## config.mk

```make
export PLATFORM = sky130hd
export DESIGN_NAME = toeq_top
export DESIGN_NICKNAME = d
export VERILOG_FILES = /design/src/shared/toeq_pkg.sv /design/src/core/toeq_queue_mem.sv /design/src/core/toeq_top.sv
export SDC_FILE = /design/constraint.sdc
export NUM_CORES = 2
export LEC_CHECK = 0
export BUFFER_PORTS_ARGS = -buffer_cell sky130_fd_sc_hd__buf_4
export CORE_MARGIN = 2
export CORE_UTILIZATION = 40
export CTS_CLUSTER_DIAMETER = 30
export DETAILED_ROUTE_END_ITERATION = 8
export PLACE_DENSITY = 0.53
export SKIP_LAST_GASP = 1
export SLEW_MARGIN = 20
export SYNTH_ARGS = -nofsm -noshare
export SYNTH_HDL_FRONTEND = slang
export SYNTH_SLANG_ARGS = --single-unit
```

## constraint.sdc

```tcl
create_clock -name i_core_clk -period 171.1 [get_ports i_core_clk]
set_input_delay 17.11 -clock i_core_clk [delete_from_list [all_inputs] [get_ports i_core_clk]]
set_output_delay 17.11 -clock i_core_clk [all_outputs]
set_load 0.05 [all_outputs]
```

## src/shared/toeq_pkg.sv

```systemverilog
package toeq_pkg;
	// Clock and ticker timing
	localparam int CLK_FREQ_HZ = 20000000;
	localparam int TICK_PERIOD_US = 1;
	localparam int TICK_CYCLES = (CLK_FREQ_HZ / 1000000) * TICK_PERIOD_US;
	localparam logic [4:0] TICK_LAST = 5'(TICK_CYCLES - 1);
	// Fault indicator flash half period in ms
	localparam int FLASH_HALF_MS = 250;
	localparam int FLASH_CYCLES = (CLK_FREQ_HZ / 1000) * FLASH_HALF_MS;
	localparam logic [23:0] FLASH_LAST = 24'(FLASH_CYCLES - 1);
	// Area and queue sizes
	localparam int ENTRY_BYTES = 4;
	localparam int AREA_SMALL_ENTRIES = 5;
	localparam int AREA_LARGE_ENTRIES = 15;
	localparam int AREA_SMALL_BYTES = AREA_SMALL_ENTRIES * ENTRY_BYTES;
	localparam int AREA_LARGE_BYTES = AREA_LARGE_ENTRIES * ENTRY_BYTES;
	localparam logic [3:0] AREA_SMALL_LAST = 4'(AREA_SMALL_ENTRIES - 1);
	localparam logic [3:0] AREA_LARGE_LAST = 4'(AREA_LARGE_ENTRIES - 1);
	localparam int QUEUE_DEPTH = 31;
	localparam int QUEUE_AW = 5;
	localparam logic [5:0] QUEUE_FULL_COUNT = 6'(QUEUE_DEPTH);
	// Field positions inside an entry
	localparam int OSB_CH0_BIT = 7;
	localparam int OSB_CH3_BIT = 4;
	localparam int SEQ_LAST_BIT = 6;
	localparam int SEQ_W = 6;
	localparam logic [5:0] SEQ_FIRST = 6'h01;
	localparam logic [3:0] OSB_RESERVED_ZERO = 4'h0;
	// Queue state codes
	localparam logic [7:0] QSC_OK = 8'h00;
	localparam logic [7:0] QSC_BAD_SEQ = 8'h01;
	localparam logic [7:0] QSC_EMPTY = 8'h02;
	localparam logic [7:0] QSC_FULL = 8'h03;
	localparam logic [7:0] QSC_LAST_FLAG = 8'h80;
	localparam logic [7:0] QSC_RESET = QSC_EMPTY;
	localparam logic [1:0] LAST_ID = 2'h1;
	localparam logic [1:0] NEXT_ID = 2'h3;

	// One timed edge entry as carried in four bytes of the image
	typedef struct packed {
		logic [7:0] output_state_byte;
		logic [7:0] entry_sequence_number;
		logic [15:0] entry_time_value;
	} toeq_entry_s;

	// Entry as kept in the queue
	typedef struct packed {
		logic [3:0] states;
		logic [5:0] seq;
		logic last;
		logic [15:0] time_value;
	} toeq_qword_s;
	localparam int QWORD_W = $bits(toeq_qword_s);

	// Intake sequence
	typedef enum logic [1:0] {
		TOEQ_IDLE = 2'b00,
		TOEQ_SCAN = 2'b01,
		TOEQ_DONE = 2'b11
	} toeq_state_e;

	// Output states from an image byte, channel 0 on bit 7
	function automatic logic [3:0] toeq_states(input logic [7:0] osb);
		toeq_states = {osb[OSB_CH3_BIT], osb[OSB_CH3_BIT + 1], osb[OSB_CH3_BIT + 2], osb[OSB_CH0_BIT]};
	endfunction

	// Next sequence number, wrapping inside 0..63
	function automatic logic [5:0] toeq_seq_inc(input logic [5:0] s);
		toeq_seq_inc = s + 6'h01;
	endfunction
endpackage

```

## src/core/toeq_queue_mem.sv

```systemverilog
`timescale 1ns/1ps
// Queue storage: one write port, registered read port
module toeq_queue_mem import toeq_pkg::*; (
	input wire logic i_core_clk,
	input wire logic i_wr_en,
	input wire logic [QUEUE_AW-1:0] i_wr_addr,
	input wire logic [QWORD_W-1:0] i_wr_data,
	input wire logic [QUEUE_AW-1:0] i_rd_addr,
	output logic [QWORD_W-1:0] o_rd_data
);
	logic [QWORD_W-1:0] mem [0:QUEUE_DEPTH-1];

	// Write and registered read
	always_ff @(posedge i_core_clk) begin
		if (i_wr_en) begin
			mem[i_wr_addr] <= i_wr_data;
		end
		o_rd_data <= mem[i_rd_addr];
	end
endmodule // toeq_queue_mem

```

## src/core/toeq_top.sv

```systemverilog
`timescale 1ns/1ps
// How it works
// - Outputs change at scheduled times from queued entries, not on receipt.
// - Each queued entry keeps output states plus a microsecond time value.
// - Area holds five entries (20 bytes) or fifteen (60 bytes), by setting.
// - Every entry is four bytes: state byte, sequence number, time word.
// - Queue holds at most 31 entries; more are not stored.
// - Four outputs, each with an indicator lit while the output is one.
// - Fault indicator lights on overload, short circuit or overtemperature.
// - Fault indicator flashes when configuration is in error.
// - Run indicator on while bus communication works, off otherwise.
// - State byte bit 7..4 drive channels 0..3; bits 3..0 must be zero.
// - A 32-bit microsecond ticker from reset; low word matches entry time.
// - Sequence bit 6 marks the last valid entry; later ones are ignored.
module toeq_top import toeq_pkg::*; (
	input wire logic i_core_clk,
	input wire logic i_reset_n,
	input wire logic i_area_large,
	input wire logic i_area_valid,
	output logic o_area_ready,
	input wire toeq_entry_s [AREA_LARGE_ENTRIES-1:0] i_area,
	input wire logic i_bus_ok,
	input wire logic i_config_error,
	input wire logic i_overload,
	input wire logic i_short_circuit,
	input wire logic i_overtemp,
	output logic [3:0] o_outputs,
	output logic [3:0] o_channel_led,
	output logic o_run_led,
	output logic o_module_fault_indicator,
	output logic [7:0] o_last_seq,
	output logic [7:0] o_next_seq,
	output logic [7:0] o_queue_state_code,
	output logic [7:0] o_entry_count,
	output logic [31:0] o_ticker
);
	// Pin level synchronisers (three stages, change on agreement of two and three)
	logic [4:0] sync1, sync2, sync3, pin_state;
	wire logic [4:0] pin_raw = {i_bus_ok, i_config_error, i_overload, i_short_circuit, i_overtemp};
	always_ff @(posedge i_core_clk) begin
		sync1 <= pin_raw;
		sync2 <= sync1;
		sync3 <= sync2;
	end
	always_ff @(posedge i_core_clk) begin
		if (!i_reset_n) begin
			pin_state <= 5'h00;
		end else begin
			pin_state <= (sync2 & sync3) | (pin_state & (sync2 | sync3));
		end
	end
	wire logic bus_ok = pin_state[4];
	wire logic cfg_err = pin_state[3];
	wire logic out_fault = |pin_state[2:0];

	// Microsecond ticker
	logic [4:0] tick_div;
	logic [31:0] ticker;
	wire logic tick = (tick_div == TICK_LAST);
	always_ff @(posedge i_core_clk) begin
		if (!i_reset_n) begin
			tick_div <= 5'h00;
			ticker <= 32'h0000_0000;
		end else begin
			tick_div <= tick ? 5'h00 : tick_div + 5'h01;
			ticker <= tick ? ticker + 32'h0000_0001 : ticker;
		end
	end

	// Two-entry skid buffer between intake and queue
	toeq_qword_s buf_q [0:1];
	logic [1:0] buf_cnt;
	logic buf_rp, buf_wp;
	logic push_v;
	toeq_qword_s push_w;
	logic [5:0] q_count;
	wire logic q_full = (q_count == QUEUE_FULL_COUNT);
	wire logic buf_out_v = (buf_cnt != 2'h0);
	wire logic buf_in_rdy = (buf_cnt != 2'h2);
	wire logic q_wr = buf_out_v && !q_full;
	always_ff @(posedge i_core_clk) begin
		if (!i_reset_n) begin
			buf_cnt <= 2'h0;
			buf_rp <= 1'b0;
			buf_wp <= 1'b0;
		end else begin
			if (push_v) begin
				buf_q[buf_wp] <= push_w;
				buf_wp <= ~buf_wp;
			end
			if (q_wr) begin
				buf_rp <= ~buf_rp;
			end
			buf_cnt <= buf_cnt + 2'(push_v) - 2'(q_wr);
		end
	end

	// Intake: walk the area one entry per cycle
	toeq_state_e state;
	logic [3:0] idx;
	logic [5:0] expect_seq;
	logic [7:0] sts_base;
	toeq_entry_s area_q [0:AREA_LARGE_ENTRIES-1];
	wire logic [3:0] area_last = i_area_large ? AREA_LARGE_LAST : AREA_SMALL_LAST;
	wire toeq_entry_s cur = area_q[idx];
	wire logic [5:0] cur_seq = cur.entry_sequence_number[SEQ_W-1:0];
	wire logic cur_last = cur.entry_sequence_number[SEQ_LAST_BIT];
	wire logic seq_good = (cur_seq == expect_seq);
	wire logic rsv_good = (cur.output_state_byte[3:0] == OSB_RESERVED_ZERO);
	wire logic scanning = (state == TOEQ_SCAN);
	wire logic room = buf_in_rdy && ((q_count + 6'(buf_cnt)) < QUEUE_FULL_COUNT);
	wire logic take = scanning && seq_good && rsv_good && room;
	wire logic stop = scanning && (!seq_good || !rsv_good || !room || cur_last || idx == area_last);
	assign push_v = take;
	assign push_w = '{states: toeq_states(cur.output_state_byte), seq: cur_seq, last: cur_last,
		time_value: cur.entry_time_value};
	assign o_area_ready = (state == TOEQ_IDLE);
	always_ff @(posedge i_core_clk) begin
		if (!i_reset_n) begin
			state <= TOEQ_IDLE;
			idx <= 4'h0;
			expect_seq <= SEQ_FIRST;
			sts_base <= QSC_RESET;
			o_last_seq <= {LAST_ID, 6'h00};
		end else begin
			unique case (state)
				TOEQ_IDLE: begin
					if (i_area_valid) begin
						for (int k = 0; k < AREA_LARGE_ENTRIES; k++) begin
							area_q[k] <= i_area[k];
						end
						idx <= 4'h0;
						state <= TOEQ_SCAN;
					end
				end
				TOEQ_SCAN: begin
					if (take) begin
						expect_seq <= toeq_seq_inc(cur_seq);
						o_last_seq <= {LAST_ID, cur_seq};
						sts_base <= QSC_OK;
					end else if (!room) begin
						sts_base <= QSC_FULL;
					end else begin
						sts_base <= QSC_BAD_SEQ;
					end
					idx <= idx + 4'h1;
					if (stop) begin
						state <= TOEQ_DONE;
					end
				end
				TOEQ_DONE: begin
					state <= TOEQ_IDLE;
				end
				// Unused code 2'b10 falls back to idle
				default: begin
					state <= TOEQ_IDLE;
				end
			endcase
		end
	end

	// Queue pointers and executing head
	logic [4:0] q_wp, q_rp;
	logic [4:0] lastflag_cnt;
	toeq_qword_s head;
	logic [QWORD_W-1:0] rd_raw;
	logic head_v, head_fresh;
	wire toeq_qword_s rd_word = rd_raw;
	wire logic q_rd = head_v && (ticker[15:0] == head.time_value);
	wire logic [4:0] q_wp_next = (q_wp == 5'(QUEUE_DEPTH - 1)) ? 5'h00 : q_wp + 5'h01;
	wire logic [4:0] q_rp_next = (q_rp == 5'(QUEUE_DEPTH - 1)) ? 5'h00 : q_rp + 5'h01;
	toeq_queue_mem u_mem (
		.i_core_clk(i_core_clk),
		.i_wr_en(q_wr),
		.i_wr_addr(q_wp),
		.i_wr_data(buf_q[buf_rp]),
		.i_rd_addr(q_rp),
		.o_rd_data(rd_raw)
	);
	always_ff @(posedge i_core_clk) begin
		if (!i_reset_n) begin
			q_wp <= 5'h00;
			q_rp <= 5'h00;
			q_count <= 6'h00;
			head_v <= 1'b0;
			head_fresh <= 1'b0;
			lastflag_cnt <= 5'h00;
			o_outputs <= 4'h0;
		end else begin
			if (q_wr) begin
				q_wp <= q_wp_next;
			end
			q_count <= q_count + 6'(q_wr) - 6'(q_rd);
			lastflag_cnt <= lastflag_cnt + 5'(q_wr && buf_q[buf_rp].last) - 5'(q_rd && head.last);
			// Head reloads two cycles after the read pointer settles
			head_fresh <= !head_v && (q_count != 6'h00) && !head_fresh;
			if (q_rd) begin
				o_outputs <= head.states;
				q_rp <= q_rp_next;
				head_v <= 1'b0;
			end else if (head_fresh) begin
				head <= rd_word;
				head_v <= 1'b1;
			end
		end
	end

	// Status and indicators
	logic [23:0] flash_cnt;
	logic flash;
	always_ff @(posedge i_core_clk) begin
		if (!i_reset_n) begin
			flash_cnt <= 24'h000000;
			flash <= 1'b0;
			o_module_fault_indicator <= 1'b0;
			o_run_led <= 1'b0;
			o_channel_led <= 4'h0;
			o_next_seq <= {NEXT_ID, 6'h00};
			o_queue_state_code <= QSC_RESET;
			o_entry_count <= 8'h00;
			o_ticker <= 32'h0000_0000;
		end else begin
			flash_cnt <= (flash_cnt == FLASH_LAST) ? 24'h000000 : flash_cnt + 24'h000001;
			flash <= (flash_cnt == FLASH_LAST) ? ~flash : flash;
			o_module_fault_indicator <= cfg_err ? flash : out_fault;
			o_run_led <= bus_ok;
			o_channel_led <= o_outputs;
			o_next_seq <= {NEXT_ID, head_v ? head.seq : 6'h00};
			o_queue_state_code <= (q_full ? QSC_FULL : (q_count == 6'h00) ? QSC_EMPTY : sts_base)
				| ((lastflag_cnt != 5'h00) ? QSC_LAST_FLAG : 8'h00);
			o_entry_count <= {2'h0, q_count};
			o_ticker <= ticker;
		end
	end
endmodule // toeq_top

```

==> summary.md <==
| Metric | Value |
|---|---|
| Status | `finished, final reports clean` |
| Setup violators final | `0` |
| First-pass GRT wire length | `218000 um` |
| Unrepaired setup endpoints after global routing | `false` |
| Die area | `154000 um^2` |
| Crit path required time | `171.63 ns` |
| Detail Route Antenna Nets | `0` |
| GRT Util Overall | `0.196` |
| Rows | `142` |
| Clk Latency, worst-skew pair | `0.90 ns` |
| Hold Path Origin | `sync1[1]` |
| CP max stage delay | `0.89 ns` |
| GP Congestion | `0.751` |
| CTS tree | `yes` |
| Via count | `30.9k` |
| CTS HTree Levels | `5` |
| TritonCTS buffer count | `353` |
| Sink Count | `1601` |
| Leak pwr | `~27 nW` |
| Critical R2R Launch | `state[1]` |
| Fill cells | `11.9k` |
| Slowest-stage cell, CP | `buf_4` |
| CP startpoint kind | `input pin` |
| Crit path DAT | `between 20 and 25 ns` |
| Tcrit/Tclk final | `0.123` |
| Initial Utilization | `0.403` |
| Largest net degree at the start of global routing | `167` |
| Most frequent CP cell | `buf_4` |
| Combinational power share | `0.061` |
| Hold Path Stages | `0` |
| Avg WL per Cell | `24.4 um` |
| Final-report max-slew violation count | `0` |
| Clock power share | `0.555` |
| Reg power frac | `0.384` |
| R2R depth | `5` |
| Hold buffers post-CTS | `0` |
| Post-synth EDFFs | `1383` |
| Core area | `150000 um^2` |
| Avg Cell Area, Syn | `19.9 um^2` |
| Initial antenna violation count | `21` |
| Worst vdd ir | `a little under 0.01 mV` |
| Sw Ratio | `0.216` |
| Yosys reg bits | `1601` |
| Reg area | `approximately 46000 um^2` |
| Cells after Synth | `3027` |
| Vias in the first global route | `between 30k and 40k` |
| Worst-path clk slew | `0.05 ns` |
| WHS | `0.325 ns` |
| Top post-synthesis cells by area | `edfxtp_1 (69%), mux4_2 (13%), dfxtp_1 (7.2%)` |
| Final Critical Period | `21.03 ns` |
| Met1 usage in global routing | `0.243` |
| Final Hold Viols | `0` |
| Sw Pwr | `260 uW` |
| Detailed Route Iter0 Violations | `2493` |
| Post-route DRC violation count | `0` |
| IO Count | `564` |
| Grt met2 use | `0.324` |
| Least-Margin Pin Slew | `1.06 ns` |
| Primary FF master, synth | `edfxtp_1` |
| Peak Freq | `47.6 MHz` |
| Sequential area share after synthesis | `0.760` |
| PortBufs | `537` |
| Critical path endpoint category | `register` |
| Hold Path Class | `register to register` |
| CTS root buf | `clkbuf_16` |
| Hold EP | `sync2[1]` |
| Detailed Place HPWL | `88600 um` |
| Slew headroom | `0.286` |
| Yosys top cell area share | `0.688` |
| Nets@finish | `approximately 4.4k` |
| Layout cell share with drive strength beyond 1 | `0.392` |
| Kind of critical path | `input pin to register` |
| Grt met3 use | `0.0684` |
| Die width | `392 um` |
| CP cell instances | `buf_4, clkinv_2, nor4b_2, buf_12, buf_4, buf_12, buf_4` |
| Setup TNS | `0 ns` |
| Leading area contributor after synthesis | `edfxtp_1` |
| FF-to-FF setup slack | `166.65 ns` |
| Share of async-settable or async-resettable flops after synthesis | `0` |
| R2r endpoint | `area_q[0][7]` |
| Post-cts resize count | `0` |
| Layout area overhead | `30.9%` |
| Mapped cell area | `~60000 um^2` |
| Max-cap viol count | `0` |
| Global route total overflow | `0` |
| Clock skew | `0.0710 ns` |
| DR vias/cell | `a little over 5` |
| Drt pass-1 iters | `5` |
| Maximum fanout along the worst path | `166` |
| Multi-input logic area | `14000 um^2` |
| Bufs on Longest Clock Path | `4` |
| Post-CTS Setup Inserts | `0` |
| Syn. warnings | `0` |
| Final wirelength | `approximately 150000 um` |
| Pwr per Cell Area | `15.2 nW/um^2` |
| GR peak layer | `met2` |
| Yosys cell types | `65` |
| P_int | `944 uW` |
| Die Y | `392 um` |
## synthesized netlist by cell type, types with 6 or more instances
cell / instances
edfxtp_1: 1383
mux4_2: 340
dfxtp_1: 218
nor2_1: 140
nand2_1: 131
clkbuf_1: 87
mux2i_1: 83
mux2_2: 57
xor2_1: 55
xnor2_1: 45
and2_1: 43
o21ai_0: 43
buf_1: 39
nand3_1: 39
ha_1: 32
inv_1: 32
a21oi_1: 26
o21ai_1: 24
and3_1: 23
nor4_1: 23
nor3_1: 13
buf_4: 12
nand4_1: 12
o31ai_1: 8
a21o_1: 7
and4_1: 7
buf_2: 7
nor2b_1: 7
or3_1: 7
buf_6: 6
## area by class of cell
cell class	count	area share
antenna	7	0.000222
clock buffer	405	0.118
clock inverter	225	0.0328
inverter	37	0.00177
multi-input combinational	1247	0.177
sequential	1601	0.581
tap	2016	0.0319
timing repair buffer	598	0.0575
## cell families (layout without fill, tap and decap cells)
kind of cell	Yosys count	after routing	share of synthesized area
other	2	18	0.000124
adder cells (fa/ha/maj)	35	35	0.00763
flip-flops	1601	1601	0.760
multiplexers	481	481	0.152
AO/OA/AOI/OAI	148	148	0.0150
AND/OR/NAND/NOR	472	472	0.0375
XOR/XNOR	100	100	0.0145
buffers and inverters	188	1265	0.0133
## through the flow
step	cells	setup WS, ns	utilization	power, mW	area, um^2
floorplan	3036	103.82	-	0.517	60400
global placement	5499	149.22	0.448	0.544	67100
detailed placement	5499	149.16	0.448	0.545	67100
CTS	6129	150.18	0.527	1.22	79000
global route	6133	149.77	0.527	1.24	79000
finish	6136	150.07	0.528	1.20	79000
## layer usage
metal,up-vias,part of all wire
li1,13900,-
met4,24,0.019
met3,235,0.077
met5,-,0.0011
met1,15800,0.40
met2,974,0.50
## how the worst max path moves through the flow
stage | from | slack, ns | cells past startpoint | endpoint
3_3_place_gp | i_reset_n | 149.22 | 7 | area_q[10][7]
2_1_floorplan | i_reset_n | 103.82 | 4 | area_q[0][0]
3_5_place_dp | i_reset_n | 149.16 | 7 | area_q[0][7]
4_1_cts | i_reset_n | 150.18 | 7 | area_q[1][7]
5_1_grt | i_reset_n | 149.77 | 7 | area_q[1][7]
6_report | i_reset_n | 150.07 | 7 | area_q[0][7]
## power groups by stage
stage          Clock, mW  Sequential [mW]  Combinational [mW]
6_report           0.668            0.463              0.0731
5_1_grt            0.700            0.464              0.0802
4_1_cts            0.679            0.463              0.0748
3_5_place_dp           0            0.470              0.0746
3_3_place_gp           0            0.470              0.0738
2_1_floorplan          0            0.476              0.0408
## state kept, by name (all words and copies together) (netlist names), 5 cells and up, named ones only
register and cells:
buf_q 54, lastflag_cnt 5, q_count 6, q_rp 5, o_next_seq 6, sync2 5
head 27, pin_state 5, sync3 5, expect_seq 6, tick_div 5, ticker 32
o_entry_count 6, flash_cnt 24, u_mem.o_rd_data 27, u_mem.mem 837, o_ticker 32, q_wp 5
o_last_seq 6, sync1 5, area_q 465
## critical path, delay by kind of cell
family	cells	cell delay [ns]
buf+inv	6	3.49
simple gates	1	0.46
## cell usage in the layout, fill, tap and decap left out, types with 38 or more instances in the layout
cell type	n
clkbuf_16	361
bufinv_16	48
mux2_2	57
clkinvlp_4	43
nand3_1	39
clkinv_2	46
o21ai_0	43
buf_4	594
mux4_2	340
nor2_1	108
mux2i_1	83
edfxtp_1	1383
xor2_1	55
dfxtp_1	209
nand2_1	131
xnor2_1	45
and2_1	43
clkinv_1	38
Note: power is estimated with default switching activity, not from simulation.
